==> src/wts_pkg.sv <==
// Overview of operation
// - write starts with start condition, address 0110010, direction bit 0
// - pointer byte for a wake-up write has bit 7 and bit 0 set
// - wake-up data goes as a group of three bytes, high byte first; the host stops early on a refused byte
// - wake-up read returns the compare value only while timer-clear is high
// - wake-up read begins with a dummy write, pointer bit 7 clear, bit 0 set
// - repeated start, address with read bit, then bytes arrive msb first
// - last wanted byte gets no acknowledge, then a stop condition
// - stop clears the pointer, so no stop between dummy write and read
// - bus recovery: start, nine clocks with data released, then stop
// - pulses up to two periods rejected; hold a level over 0.438 s
// - wait 0.438 s after timer-clear rises before any serial access
// - after a refused wake-up write wait about half a second
// - at power-up hold timer-clear low at least 500 ms, then release
package wts_pkg;

  localparam int CLK_HZ = 125000000;
  localparam int BUS_HZ = 100000;
  localparam int QTR_CYC = (CLK_HZ + 4 * BUS_HZ - 1) / (4 * BUS_HZ);
  localparam int QTR_W = 10;

  localparam int RST_LOW_MS = 500;
  localparam int SETTLE_US = 438000;
  localparam int RETRY_MS = 500;
  localparam int RST_LOW_CYC = RST_LOW_MS * (CLK_HZ / 1000);
  localparam int SETTLE_CYC = SETTLE_US * (CLK_HZ / 1000000);
  localparam int RETRY_CYC = RETRY_MS * (CLK_HZ / 1000);

  localparam logic [6:0] SLAVE_ADDR = 7'h32;
  localparam logic [7:0] ADDR_WR = {SLAVE_ADDR, 1'b0};
  localparam logic [7:0] ADDR_RD = {SLAVE_ADDR, 1'b1};
  localparam logic [7:0] PTR_WR = 8'h81;
  localparam logic [7:0] PTR_RD = 8'h01;

  localparam logic [3:0] OFF_CTRL = 4'h0;
  localparam logic [3:0] OFF_WAKE = 4'h4;
  localparam logic [3:0] OFF_RDATA = 4'h8;
  localparam logic [3:0] OFF_STATUS = 4'hC;
  localparam int ST_BUSY = 0;
  localparam int ST_NACK = 1;
  localparam int ST_TCLR = 2;
  localparam int ST_INIT = 3;
  localparam logic [23:0] WAKE_RST = 24'h000000;

  typedef enum logic [2:0] {
    WTS_A_START,
    WTS_A_TX,
    WTS_A_RXA,
    WTS_A_RXN,
    WTS_A_STOP,
    WTS_A_END
  } wts_act_t;

  typedef enum logic [2:0] {
    WTS_C_NONE,
    WTS_C_WRWAKE,
    WTS_C_RDWAKE,
    WTS_C_RDTIME,
    WTS_C_RECOV,
    WTS_C_RSTPULSE
  } wts_cmd_t;

  typedef struct packed {
    wts_act_t   act;
    logic [7:0] dat;
  } wts_step_t;

endpackage

==> src/wts_sync.sv <==
`timescale 1ns/1ps
module wts_sync #(
  parameter logic RST_VAL = 1'b1
)
(
  input  wire logic core_clk,
  input  wire logic resetn,
  input  wire logic din,
  output logic      dout
);

  logic meta_r;

  always_ff @(posedge core_clk)
  begin
    if (!resetn)
    begin
      meta_r <= RST_VAL;
      dout   <= RST_VAL;
    end
    else
    begin
      meta_r <= din;
      dout   <= meta_r;
    end
  end

endmodule

==> src/wts_cnt.sv <==
`timescale 1ns/1ps
module wts_cnt #(
  parameter int W = 32
)
(
  input  wire logic         core_clk,
  input  wire logic         resetn,
  input  wire logic         load,
  input  wire logic [W-1:0] load_val,
  output logic              zero
);

  logic [W-1:0] cnt_r;

  if (W < 2)
  begin : g_bad_w
    $error("counter width too small");
  end

  always_ff @(posedge core_clk)
  begin
    if (!resetn)
      cnt_r <= '0;
    else if (load)
      cnt_r <= load_val;
    else if (cnt_r != '0)
      cnt_r <= cnt_r - 1'b1;
  end

  assign zero = (cnt_r == '0);

endmodule

==> src/wts_host.sv <==
`timescale 1ns/1ps
module wts_host #(
  parameter int RST_LOW_CYC = wts_pkg::RST_LOW_CYC,
  parameter int SETTLE_CYC  = wts_pkg::SETTLE_CYC,
  parameter int RETRY_CYC   = wts_pkg::RETRY_CYC,
  parameter int QTR_CYC     = wts_pkg::QTR_CYC
)
(
  input  wire logic        core_clk,
  input  wire logic        resetn,
  input  wire logic [3:0]  avs_address,
  input  wire logic        avs_read,
  input  wire logic        avs_write,
  input  wire logic [31:0] avs_writedata,
  output logic [31:0]      avs_readdata,
  output logic             avs_waitrequest,
  input  wire logic        scl_level,
  output logic             scl_drive,
  output logic             scl_oe,
  input  wire logic        sda_level,
  output logic             sda_drive,
  output logic             sda_oe,
  output logic             tclr_n
);

  typedef enum logic [2:0] {
    S_BOOT,
    S_RSTLOW,
    S_SETTLE,
    S_IDLE,
    S_FETCH,
    S_COND,
    S_BIT,
    S_HOLD
  } wts_st_t;

  if (RST_LOW_CYC < 1 || SETTLE_CYC < 1 || RETRY_CYC < 1 || QTR_CYC < 2 || QTR_CYC >= (1 << wts_pkg::QTR_W))
  begin : g_bad_cnt
    $error("wait counts must be at least one cycle");
  end

  function automatic wts_pkg::wts_step_t step_of(
    input wts_pkg::wts_cmd_t c,
    input logic [3:0]        i,
    input logic [23:0]       w
  );
    wts_pkg::wts_step_t s;
    s = '{wts_pkg::WTS_A_END, 8'h00};
    case (c)
      wts_pkg::WTS_C_WRWAKE:
        case (i)
          4'h0: s = '{wts_pkg::WTS_A_START, 8'h00};
          4'h1: s = '{wts_pkg::WTS_A_TX, wts_pkg::ADDR_WR};
          4'h2: s = '{wts_pkg::WTS_A_TX, wts_pkg::PTR_WR};
          4'h3: s = '{wts_pkg::WTS_A_TX, w[23:16]};
          4'h4: s = '{wts_pkg::WTS_A_TX, w[15:8]};
          4'h5: s = '{wts_pkg::WTS_A_TX, w[7:0]};
          4'h6: s = '{wts_pkg::WTS_A_STOP, 8'h00};
          default: s = '{wts_pkg::WTS_A_END, 8'h00};
        endcase
      wts_pkg::WTS_C_RDWAKE:
        case (i)
          4'h0: s = '{wts_pkg::WTS_A_START, 8'h00};
          4'h1: s = '{wts_pkg::WTS_A_TX, wts_pkg::ADDR_WR};
          4'h2: s = '{wts_pkg::WTS_A_TX, wts_pkg::PTR_RD};
          4'h3: s = '{wts_pkg::WTS_A_START, 8'h00};
          4'h4: s = '{wts_pkg::WTS_A_TX, wts_pkg::ADDR_RD};
          4'h5: s = '{wts_pkg::WTS_A_RXA, 8'hFF};
          4'h6: s = '{wts_pkg::WTS_A_RXA, 8'hFF};
          4'h7: s = '{wts_pkg::WTS_A_RXN, 8'hFF};
          4'h8: s = '{wts_pkg::WTS_A_STOP, 8'h00};
          default: s = '{wts_pkg::WTS_A_END, 8'h00};
        endcase
      wts_pkg::WTS_C_RDTIME:
        case (i)
          4'h0: s = '{wts_pkg::WTS_A_START, 8'h00};
          4'h1: s = '{wts_pkg::WTS_A_TX, wts_pkg::ADDR_RD};
          4'h2: s = '{wts_pkg::WTS_A_RXA, 8'hFF};
          4'h3: s = '{wts_pkg::WTS_A_RXA, 8'hFF};
          4'h4: s = '{wts_pkg::WTS_A_RXN, 8'hFF};
          4'h5: s = '{wts_pkg::WTS_A_STOP, 8'h00};
          default: s = '{wts_pkg::WTS_A_END, 8'h00};
        endcase
      wts_pkg::WTS_C_RECOV:
        case (i)
          4'h0: s = '{wts_pkg::WTS_A_START, 8'h00};
          4'h1: s = '{wts_pkg::WTS_A_RXN, 8'hFF};
          4'h2: s = '{wts_pkg::WTS_A_STOP, 8'h00};
          default: s = '{wts_pkg::WTS_A_END, 8'h00};
        endcase
      default: s = '{wts_pkg::WTS_A_END, 8'h00};
    endcase
    return s;
  endfunction

  wts_st_t            st_r;
  wts_pkg::wts_cmd_t  cmd_r;
  wts_pkg::wts_cmd_t  cmd_new;
  wts_pkg::wts_step_t cur_r;
  wts_pkg::wts_step_t nxt_step;
  logic [3:0]         step_r;
  logic [3:0]         bit_cnt_r;
  logic [1:0]         ph_r;
  logic [7:0]         sh_r;
  logic               ack_bit_r;
  logic               nack_pend_r;
  logic               init_pend_r;
  logic               l_load_r;
  logic [31:0]        l_val_r;
  logic               lo_r;
  logic [23:0]        wake_r;
  logic [23:0]        rdata_r;
  logic               nack_r;
  logic [31:0]        low_cnt_r;
  logic [31:0]        hi_cnt_r;
  logic               scl_s;
  logic               sda_s;
  logic               q_zero;
  logic               q_load;
  logic               l_zero;
  logic               adv;
  logic               is_stop;
  logic               last_bit;
  logic               wr_ok;
  logic               ctrl_go;
  logic               nack_ev;
  logic               rx_done;
  logic               busy;

  wts_sync #(.RST_VAL(1'b1)) u_scl_sync (
    .core_clk (core_clk),
    .resetn   (resetn),
    .din      (scl_level),
    .dout     (scl_s)
  );

  wts_sync #(.RST_VAL(1'b1)) u_sda_sync (
    .core_clk (core_clk),
    .resetn   (resetn),
    .din      (sda_level),
    .dout     (sda_s)
  );

  wts_cnt #(.W(wts_pkg::QTR_W)) u_qtr (
    .core_clk (core_clk),
    .resetn   (resetn),
    .load     (q_load),
    .load_val (wts_pkg::QTR_W'(QTR_CYC)),
    .zero     (q_zero)
  );

  wts_cnt #(.W(32)) u_long (
    .core_clk (core_clk),
    .resetn   (resetn),
    .load     (l_load_r),
    .load_val (l_val_r),
    .zero     (l_zero)
  );

  // a released clock line is only trusted once the synced level is high
  assign adv      = q_zero && (scl_oe || scl_s);
  assign q_load   = (st_r == S_FETCH) || adv;
  assign is_stop  = (cur_r.act == wts_pkg::WTS_A_STOP);
  assign last_bit = adv && (ph_r == 2'd3) && (bit_cnt_r == 4'd8);
  assign nxt_step = step_of(cmd_r, step_r, wake_r);
  assign busy     = (st_r != S_IDLE);
  assign wr_ok    = avs_write && !avs_waitrequest;
  assign cmd_new  = wts_pkg::wts_cmd_t'(avs_writedata[2:0]);
  assign nack_ev  = (st_r == S_BIT) && last_bit && (cur_r.act == wts_pkg::WTS_A_TX) && ack_bit_r;
  assign rx_done  = (st_r == S_BIT) && last_bit && cmd_r != wts_pkg::WTS_C_RECOV
                    && (cur_r.act == wts_pkg::WTS_A_RXA || cur_r.act == wts_pkg::WTS_A_RXN);

  // a wake-up read is only meaningful with timer-clear high
  assign ctrl_go = wr_ok && (avs_address == wts_pkg::OFF_CTRL) && !busy
                   && cmd_new != wts_pkg::WTS_C_NONE && avs_writedata[2:0] <= 3'h5
                   && (cmd_new != wts_pkg::WTS_C_RDWAKE || tclr_n);

  always_ff @(posedge core_clk)
  begin
    if (!resetn)
    begin
      st_r        <= S_BOOT;
      cmd_r       <= wts_pkg::WTS_C_RSTPULSE;
      cur_r       <= '{wts_pkg::WTS_A_END, 8'h00};
      step_r      <= 4'h0;
      bit_cnt_r   <= 4'h0;
      ph_r        <= 2'h0;
      sh_r        <= 8'hFF;
      ack_bit_r   <= 1'b0;
      nack_pend_r <= 1'b0;
      init_pend_r <= 1'b1;
      scl_oe      <= 1'b0;
      sda_oe      <= 1'b0;
      tclr_n      <= 1'b0;
      l_load_r    <= 1'b0;
      l_val_r     <= 32'h0;
    end
    else
    begin
      l_load_r <= 1'b0;
      case (st_r)
        S_BOOT:
        begin
          tclr_n   <= 1'b0;
          l_load_r <= 1'b1;
          l_val_r  <= 32'(RST_LOW_CYC);
          st_r     <= S_RSTLOW;
        end
        S_RSTLOW:
          if (l_zero && !l_load_r)
          begin
            tclr_n   <= 1'b1;
            l_load_r <= 1'b1;
            l_val_r  <= 32'(SETTLE_CYC);
            st_r     <= S_SETTLE;
          end
        S_SETTLE:
          if (l_zero && !l_load_r)
          begin
            // power-up ends with a recovery pass so a stuck data line is freed
            if (init_pend_r)
            begin
              init_pend_r <= 1'b0;
              cmd_r       <= wts_pkg::WTS_C_RECOV;
              step_r      <= 4'h0;
              st_r        <= S_FETCH;
            end
            else
              st_r <= S_IDLE;
          end
        S_IDLE:
          if (ctrl_go)
          begin
            cmd_r       <= cmd_new;
            step_r      <= 4'h0;
            nack_pend_r <= 1'b0;
            st_r        <= (cmd_new == wts_pkg::WTS_C_RSTPULSE) ? S_BOOT : S_FETCH;
          end
        S_FETCH:
        begin
          cur_r     <= nxt_step;
          sh_r      <= nxt_step.dat;
          ph_r      <= 2'h0;
          bit_cnt_r <= 4'h0;
          ack_bit_r <= 1'b0;
          case (nxt_step.act)
            wts_pkg::WTS_A_END:   st_r <= S_IDLE;
            wts_pkg::WTS_A_START: st_r <= S_COND;
            wts_pkg::WTS_A_STOP:  st_r <= S_COND;
            default:              st_r <= S_BIT;
          endcase
        end
        S_COND:
          if (adv)
          begin
            ph_r <= ph_r + 2'd1;
            case (ph_r)
              2'd0: sda_oe <= is_stop;
              2'd1: scl_oe <= 1'b0;
              2'd2: sda_oe <= !is_stop;
              default:
              begin
                scl_oe <= !is_stop;
                if (is_stop && nack_pend_r)
                begin
                  l_load_r <= 1'b1;
                  l_val_r  <= 32'(RETRY_CYC);
                  st_r     <= S_HOLD;
                end
                else
                begin
                  step_r <= step_r + 4'd1;
                  st_r   <= S_FETCH;
                end
              end
            endcase
          end
        S_BIT:
          if (adv)
          begin
            ph_r <= ph_r + 2'd1;
            case (ph_r)
              2'd0:
                if (bit_cnt_r == 4'd8)
                  sda_oe <= (cur_r.act == wts_pkg::WTS_A_RXA);
                else
                  sda_oe <= (cur_r.act == wts_pkg::WTS_A_TX) && !sh_r[7];
              2'd1: scl_oe <= 1'b0;
              2'd2:
                if (bit_cnt_r == 4'd8)
                  ack_bit_r <= sda_s;
                else if (cur_r.act != wts_pkg::WTS_A_TX)
                  sh_r <= {sh_r[6:0], sda_s};
              default:
              begin
                scl_oe <= 1'b1;
                if (cur_r.act == wts_pkg::WTS_A_TX)
                  sh_r <= {sh_r[6:0], 1'b1};
                if (bit_cnt_r != 4'd8)
                  bit_cnt_r <= bit_cnt_r + 4'd1;
                else if (nack_ev)
                begin
                  // refused byte: stop at once, never finish a partial group
                  nack_pend_r <= 1'b1;
                  cur_r.act   <= wts_pkg::WTS_A_STOP;
                  st_r        <= S_COND;
                end
                else
                begin
                  step_r <= step_r + 4'd1;
                  st_r   <= S_FETCH;
                end
              end
            endcase
          end
        S_HOLD:
          if (l_zero && !l_load_r)
            st_r <= S_IDLE;
        default: st_r <= S_BOOT;
      endcase
    end
  end

  always_ff @(posedge core_clk)
  begin
    if (!resetn)
    begin
      avs_waitrequest <= 1'b1;
      avs_readdata    <= 32'h0;
      wake_r          <= wts_pkg::WAKE_RST;
    end
    else
    begin
      if ((avs_read || avs_write) && avs_waitrequest)
      begin
        avs_waitrequest <= 1'b0;
        case (avs_address)
          wts_pkg::OFF_CTRL:   avs_readdata <= {29'h0, cmd_r};
          wts_pkg::OFF_WAKE:   avs_readdata <= {8'h0, wake_r};
          wts_pkg::OFF_RDATA:  avs_readdata <= {8'h0, rdata_r};
          wts_pkg::OFF_STATUS: avs_readdata <= {28'h0, init_pend_r, tclr_n, nack_r, busy};
          default:             avs_readdata <= 32'h0;
        endcase
      end
      else
        avs_waitrequest <= 1'b1;
      // held while busy so a group in flight never mixes old and new bytes
      if (wr_ok && avs_address == wts_pkg::OFF_WAKE && !busy)
        wake_r <= avs_writedata[23:0];
    end
  end

  always_ff @(posedge core_clk)
  begin
    if (!resetn)
      nack_r <= 1'b0;
    else if (nack_ev)
      nack_r <= 1'b1;
    else if (wr_ok && avs_address == wts_pkg::OFF_STATUS && avs_writedata[wts_pkg::ST_NACK])
      nack_r <= 1'b0;
  end

  always_ff @(posedge core_clk)
  begin
    if (!resetn)
      rdata_r <= 24'h0;
    else if (ctrl_go)
      rdata_r <= 24'h0;
    else if (rx_done)
      rdata_r <= {rdata_r[15:0], sh_r};
  end

  // open-drain: drive value is always low, only the enables move
  always_ff @(posedge core_clk)
  begin
    if (!resetn)
      lo_r <= 1'b0;
    else
      lo_r <= 1'b0;
  end

  assign scl_drive = lo_r;
  assign sda_drive = lo_r;

  always_ff @(posedge core_clk)
  begin
    if (!resetn)
    begin
      low_cnt_r <= 32'h0;
      hi_cnt_r  <= 32'h0;
    end
    else
    begin
      low_cnt_r <= tclr_n ? 32'h0 : low_cnt_r + ((low_cnt_r != 32'hFFFFFFFF) ? 32'h1 : 32'h0);
      hi_cnt_r  <= !tclr_n ? 32'h0 : hi_cnt_r + ((hi_cnt_r != 32'hFFFFFFFF) ? 32'h1 : 32'h0);
    end
  end
endmodule

==> config.mk <==
export PLATFORM = sky130hd
export DESIGN_NAME = wts_host
export DESIGN_NICKNAME = d
export VERILOG_FILES = /design/src/wts_pkg.sv /design/src/wts_sync.sv /design/src/wts_cnt.sv /design/src/wts_host.sv
export SDC_FILE = /design/constraint.sdc
export NUM_CORES = 1
export LEC_CHECK = 0
export BUFFER_PORTS_ARGS = -buffer_cell sky130_fd_sc_hd__buf_2
export CORE_ASPECT_RATIO = 1.75
export CORE_MARGIN = 1
export CORE_UTILIZATION = 60
export CTS_BUF_LIST = sky130_fd_sc_hd__clkbuf_4 sky130_fd_sc_hd__clkbuf_8
export DETAILED_ROUTE_END_ITERATION = 8
export GPL_TIMING_DRIVEN = 0
export PLACE_DENSITY = 0.87
export SYNTH_ARGS = -nofsm -noshare
export SYNTH_HDL_FRONTEND = slang
export SYNTH_SLANG_ARGS = --single-unit
==> constraint.sdc <==
create_clock -name core_clk -period 10.3 [get_ports core_clk]
set_clock_uncertainty 0.1 [all_clocks]
set_input_delay 2.06 -clock core_clk [delete_from_list [all_inputs] [get_ports core_clk]]
set_output_delay 2.06 -clock core_clk [all_outputs]
set_load 0.05 [all_outputs]
=== After elaboration in Yosys (flattened, before gate mapping) ===
Memory sizes are Yosys's and may differ from the RTL's. A register that Yosys moved wholly into a read port is not among the register bits.
Cells that the tools add are included.

* $add $sub $neg: 5
* $mul: 0
* Divide/modulo/power cells: 0
* Magnitude comparators: 1
* Equal/unequal tests: 62
* Shift operators: 0
* Multiplexer cells: 94
* Bitwise gates (word level): 1
* Reduce and logical (&&, ||, !) cells: 75

{| class="wikitable"
|+ Operators by type and width
! kind !! count
|-
| 2-to-1 mux 32 bit || 6
|-
| one-hot mux 24 bit (4 select lines) || 1
|-
| one-hot mux 32 bit (3 select lines) || 1
|-
| one-hot mux 11 bit (7 select lines) || 1
|-
| 2-to-1 mux 4 bit || 15
|-
| one-hot mux 11 bit (5 select lines) || 1
|-
| 2-to-1 mux 3 bit || 18
|-
| one-hot mux 11 bit (4 select lines) || 1
|-
| inequality test 2 bit (second input constant) || 18
|-
| one-hot mux 11 bit (3 select lines) || 1
|-
| logical NOT 32 bit || 1
|-
| 2-to-1 mux 8 bit || 4
|-
| one-hot mux 8 bit (2 select lines) || 2
|-
| nonzero test 32 bit || 1
|-
| subtractor 32 x 1 -> 32 bit (second input constant) || 1
|-
| equality test 3 bit (second input constant) || 9
|-
| one-hot mux 3 bit (8 select lines) || 1
|-
| 2-to-1 mux 1 bit || 23
|-
| logical AND 1 bit || 22
|-
| AND reduction 5 bit || 4
|-
| equality test 3 x 2 -> 1 bit (second input constant) || 6
|-
| 2-to-1 mux 9 bit || 2
|-
| one-hot mux 3 bit (2 select lines) || 3
|-
| nonzero test 2 bit || 9
|-
| 39 further kinds || 87
|}

* Flip-flop bits (word level): 194
* Latch bits: 0
* Memory bits (writable): 0
* Bits in read-only memories: 176
* Input port bits: 42
* Word-level logic and storage cells: 266
* Memories: 1

{| class="wikitable"
|+ Memories
! name !! words !! bits a word !! read ports !! clocked after Yosys merged registers in !! write ports !! line !! text
|-
| (no name shown) || 16 || 11 || 1 || 1 || 0 || wts_host.sv:62 || <nowiki>case (i)</nowiki>
|}

=== Depth between registers and ports, before layout ===
* Word-level depth: 14
* Mapped depth: 14
* Mapped depth without buffers: 13

=== Cells and area by module ===
A second synthesis with hierarchy kept.

* Cell total of the unflattened synthesis: 1042
* Area total of the unflattened synthesis: 8242.9 µm²

{| class="wikitable"
|+ By module, submodules not included
! module !! instances !! cells each !! area an instance (µm²) !! seq. area each (µm²)
|-
| wts_host || 1 || 764 || 5871.9 || 2322.2
|-
| wts_cnt at u_long || 1 || 205 || 1692.9 || 640.6
|-
| wts_cnt at u_qtr || 1 || 65 || 573.0 || 200.2
|-
| wts_sync || 2 || 4 || 52.6 || 40.0
|}

=== Worst setup path before layout ===
OpenSTA, ideal clock, no wires.

* Kind: input port to flip-flop
* From: input avs_address[1]
* To: register (tool-made name)
* Arrival: 4.209 ns
* Required time: 10.078 ns
* Slack: 5.870 ns
* Cell stages on the path: 11
* Cell sequence: or3_1 > nor2_1 > a31oi_1 > a211oi_4 > nand2_2 > or3_4 > a21oi_2 > inv_1 > ha_1 > xnor2_2 > a21oi_1

{| class="wikitable"
|+ RTL lines
! element !! line !! text
|-
| start: declaration || wts_host.sv:11 || <nowiki>input wire logic [3:0] avs_address,</nowiki>
|}

==> impl_metrics.csv <==
group,metric,value,unit
run_status,status,"finished clean",
placement,dpl.hpwl,17200,µm
grt,overflow,0,
clock_tree,cts_hold_buf,0,
synthesis,yosys_most_used_dff,"dfxtp_1",
synthesis,yosysUniqueCellTypes,78,
synthesis,ys_seq_elements,162,
power_and_ir_drop,seq_power_share,40.9,%
timing,timing.final.ws_setup,5.97,ns
synthesis,synth_area,0.00800,mm²
route,ant_nets,0,
critical_path,cp-start-kind,"input pin",
timing,hold_viol_final,0,
power_and_ir_drop,power_switching,786,µW
layout,nNetsFinal,1149,
placement,placed_cell_area,0.00855,mm²
synthesis,avgSynthCellArea,7.99,µm²
layout,n_antenna_cell,0,
die,die_height,155,µm
clock_tree,cts_buffers,17,
critical_path,end_kind,"flop",
die,core,0.0129,mm²
placement,placed_cells,1241,
synthesis,synth_seq_area_share,40.5,%
critical_path,timing.critical_path.buf_inv,2,
power_and_ir_drop,vdd_drop_max,0.186,mV
synthesis,ys_warn_count,0,
power_and_ir_drop,pwr-share-clk,23.6,%
clock_tree,post_cts_buffers,0,
route,drc,0,
critical_path,cp_max_fo,4,
timing,setup_tns,0,ns
grt,grt_pass1_vias,7403,
power_and_ir_drop,power_density,220,mW/mm²
route,drt-initial-drc-count,601,
die,die_area,0.0138,mm²
power_and_ir_drop,internal-power,1.18,mW
synthesis,yosysTopAreaCell,"dfxtp_1",
die,row_count,55,
clock_tree,cts_max_path_buffers,2,
run,cap_violations,0,
power_and_ir_drop,leakage,3.66,nW
placement,gp_routability_congestion,0.960,
power_and_ir_drop,p_sw_share,40.0,%
clock_tree,cts_tree,"yes",
timing,final-setup-viol-count,0,
clock_tree,cts.repair.resized,0,
grt,antenna_found_initial,0,
critical_path,cp_cell_sequence,"buf_2 -> or3_1 -> nor2_1 -> a31oi_1 -> a211oi_4 -> nand2_2 -> or3_4 -> a21oi_2 -> inv_1 -> ha_1 -> xnor2_2 -> a21oi_1",
timing,hold_slack,0.319,ns
route,wl_per_cell,18.4,µm
critical_path,ff2ff_setup_slack,6.42,ns
layout,fin_cells,1273,
layout,area_growth_syn_to_layout,11.9,%
clock_tree,clk_transition_reported_paths,0.10,ns
timing,rsz0062_at_grt,"false",
grt,grt_max_degree,19,
synthesis,postSynth.asyncResetShare,0,%
route,vias,7681,
critical_path,required,10.62,ns
power_and_ir_drop,p_total,1.97,mW
synthesis,synth.top_cell.area_share,40.5,%
clock_tree,insertion_delay,0.48,ns
route,wirelength,23500,µm
clock_tree,clockRootBuffer,"clkbuf_8",
placement,pre_cts_ws,5.50,ns
critical_path,crit_arrival,4.65,ns
die,chipWidth,89.3,µm
synthesis,synth_edf_count,0,
route,firstDrtPassIters,5,
layout,drive_gt1_share,12.1,%
synthesis,syn_inst,1001,
critical_path,critPathMaxStageDelay,0.41,ns
route,viasPerCell,6.03,
critical_path,crit_slowest_cell,"or3_1",
timing,fmax,231,MHz
layout,utilization,69.2,%
critical_path,crit_family,"simple AND/OR/NAND/NOR gates",
grt,grt_pass1_wl,36800,µm
critical_path,worst-setup-path-type,"input pin to flop",
timing,tightest_slew,1.11,ns
timing,slew_headroom,25.5,%
timing,period_share,42.0,%
clock_tree,cts.htree.levels,4,
timing,final-max-slew-violation-count,0,
die,start_util,61.8,%
synthesis,yosys-top-cells-area,"dfxtp_1 (41%), nor2_1 (6.9%), a21oi_1 (6.8%), nand2_1 (5.3%), mux2i_1 (3.9%)",
worst_hold_path,hold_path_class,"flop to flop",
grt,grt.total_usage,35.8,%
die,io_pins,80,
placement,port_buffers,59,
clock_tree,cts.sinks,162,
power_and_ir_drop,p_comb_share,35.6,%
timing,finalCriticalPeriod,4.33,ns
layout,final_area,0.00895,mm²
[per-layer routing]
layer | GRT usage [%] | share of wire [%] | vias up | wire, µm
li1 | - | - | 3664 | -
met1 | 33.4 | 34 | 3542 | 7860
met2 | 60.5 | 50 | 350 | 11700
met3 | 12.9 | 7.2 | 125 | 1700
met4 | 29.4 | 9.3 | 0 | 2180
met5 | 0 | 0 | - | 0
[cell usage in the layout (no fill, tap or decap), types with 3 or more instances in the layout]
master | Yosys | layout
xnor2_1 | 21 | 21
a22oi_1 | 27 | 27
buf_2 | 3 | 63
xor2_1 | 14 | 14
clkinv_8 | 0 | 4
inv_1 | 26 | 26
buf_4 | 10 | 10
nand4_1 | 7 | 7
a21oi_1 | 109 | 109
buf_6 | 6 | 6
nand2_1 | 114 | 114
conb_1 | 1 | 10
a21o_1 | 3 | 3
and2_1 | 7 | 7
or3_1 | 10 | 10
a221oi_1 | 4 | 4
o21ai_0 | 35 | 35
nand2b_1 | 13 | 13
a31oi_1 | 11 | 11
inv_8 | 0 | 3
inv_6 | 0 | 4
or2_2 | 4 | 4
nor3_1 | 32 | 32
nor2b_1 | 8 | 8
nand3_1 | 23 | 23
nor4_1 | 16 | 16
o32ai_1 | 4 | 4
clkbuf_1 | 51 | 51
ha_1 | 18 | 18
nand3b_1 | 4 | 4
clkbuf_8 | 1 | 18
o31ai_1 | 3 | 3
nor2_1 | 148 | 148
or4_1 | 5 | 5
a211oi_1 | 7 | 7
mux2i_1 | 31 | 31
dfxtp_1 | 162 | 162
o211a_1 | 8 | 8
a2bb2oi_1 | 3 | 3
clkinv_4 | 0 | 3
[kinds of logic (layout without fill, tap and decap cells)]
kind of cell / count (synthesis) / count (layout) / synth area share [%]
AND/OR/NAND/NOR: 412 / 412 / 23.9
adder cells (fa/ha/maj): 18 / 18 / 2.82
AO/OA/AOI/OAI: 240 / 240 / 18.7
XOR/XNOR: 36 / 36 / 4.04
multiplexers: 32 / 32 / 4.02
buffers and inverters: 100 / 192 / 5.91
other: 1 / 10 / 0.0469
flip-flops: 162 / 162 / 40.5
[Yosys cell counts (3+ instances only)]
library cell,instances
a31oi_1,11
nor2b_1,8
ha_1,18
o211a_1,8
mux2i_1,31
inv_1,26
dfxtp_1,162
a221oi_1,4
and2_1,7
a211oi_1,7
a22oi_1,27
nand2_1,114
nand4_1,7
or2_2,4
a2bb2oi_1,3
o21ai_0,35
nand2b_1,13
nand3_1,23
buf_2,3
nor2_1,148
xor2_1,14
a21o_1,3
nand3b_1,4
clkbuf_1,51
o31ai_1,3
nor4_1,16
or3_1,10
xnor2_1,21
a21oi_1,109
buf_4,10
nor3_1,32
o32ai_1,4
buf_6,6
or4_1,5
[path summary, 6_finish.rpt]
check / depth (start not counted) / end / start
setup / recovery: 12 / flop / avs_address[1]
hold / removal: 1 / u_scl_sync.dout / u_scl_sync.meta_r
setup reg to reg: 12 / flop / u_long.cnt_r[12]
hold reg to reg: 1 / u_scl_sync.dout / u_scl_sync.meta_r
[sequential cells by signal, summed over array words and instances (netlist names), 4 cells and up, named ones only]
register	flops
u_long.cnt_r	32
avs_readdata	24
rdata_r	24
wake_r	24
u_qtr.cnt_r	10
sh_r	8
bit_cnt_r	4
step_r	4
[power groups by stage]
| stage | Sequential, mW | Clock (mW) | Combinational (mW) |
|---|---|---|---|
| floorplan | 0.796 | 0 | 0.548 |
| global placement | 0.809 | 0 | 0.668 |
| detailed placement | 0.813 | 0 | 0.680 |
| CTS | 0.799 | 0.466 | 0.689 |
| global route | 0.814 | 0.492 | 0.776 |
| finish | 0.803 | 0.463 | 0.699 |
[area by class of cell]
type                       count  area, µm²
multi-input combinational    748       4320
fill                        1099       3990
sequential                   162       3240
buffer                        73        372
timing repair buffer          60        300
clock buffer                  17        234
tap                          171        214
clock inverter                15        168
inverter                      27        101
No activity file was read; power rests on OpenSTA's default activity.
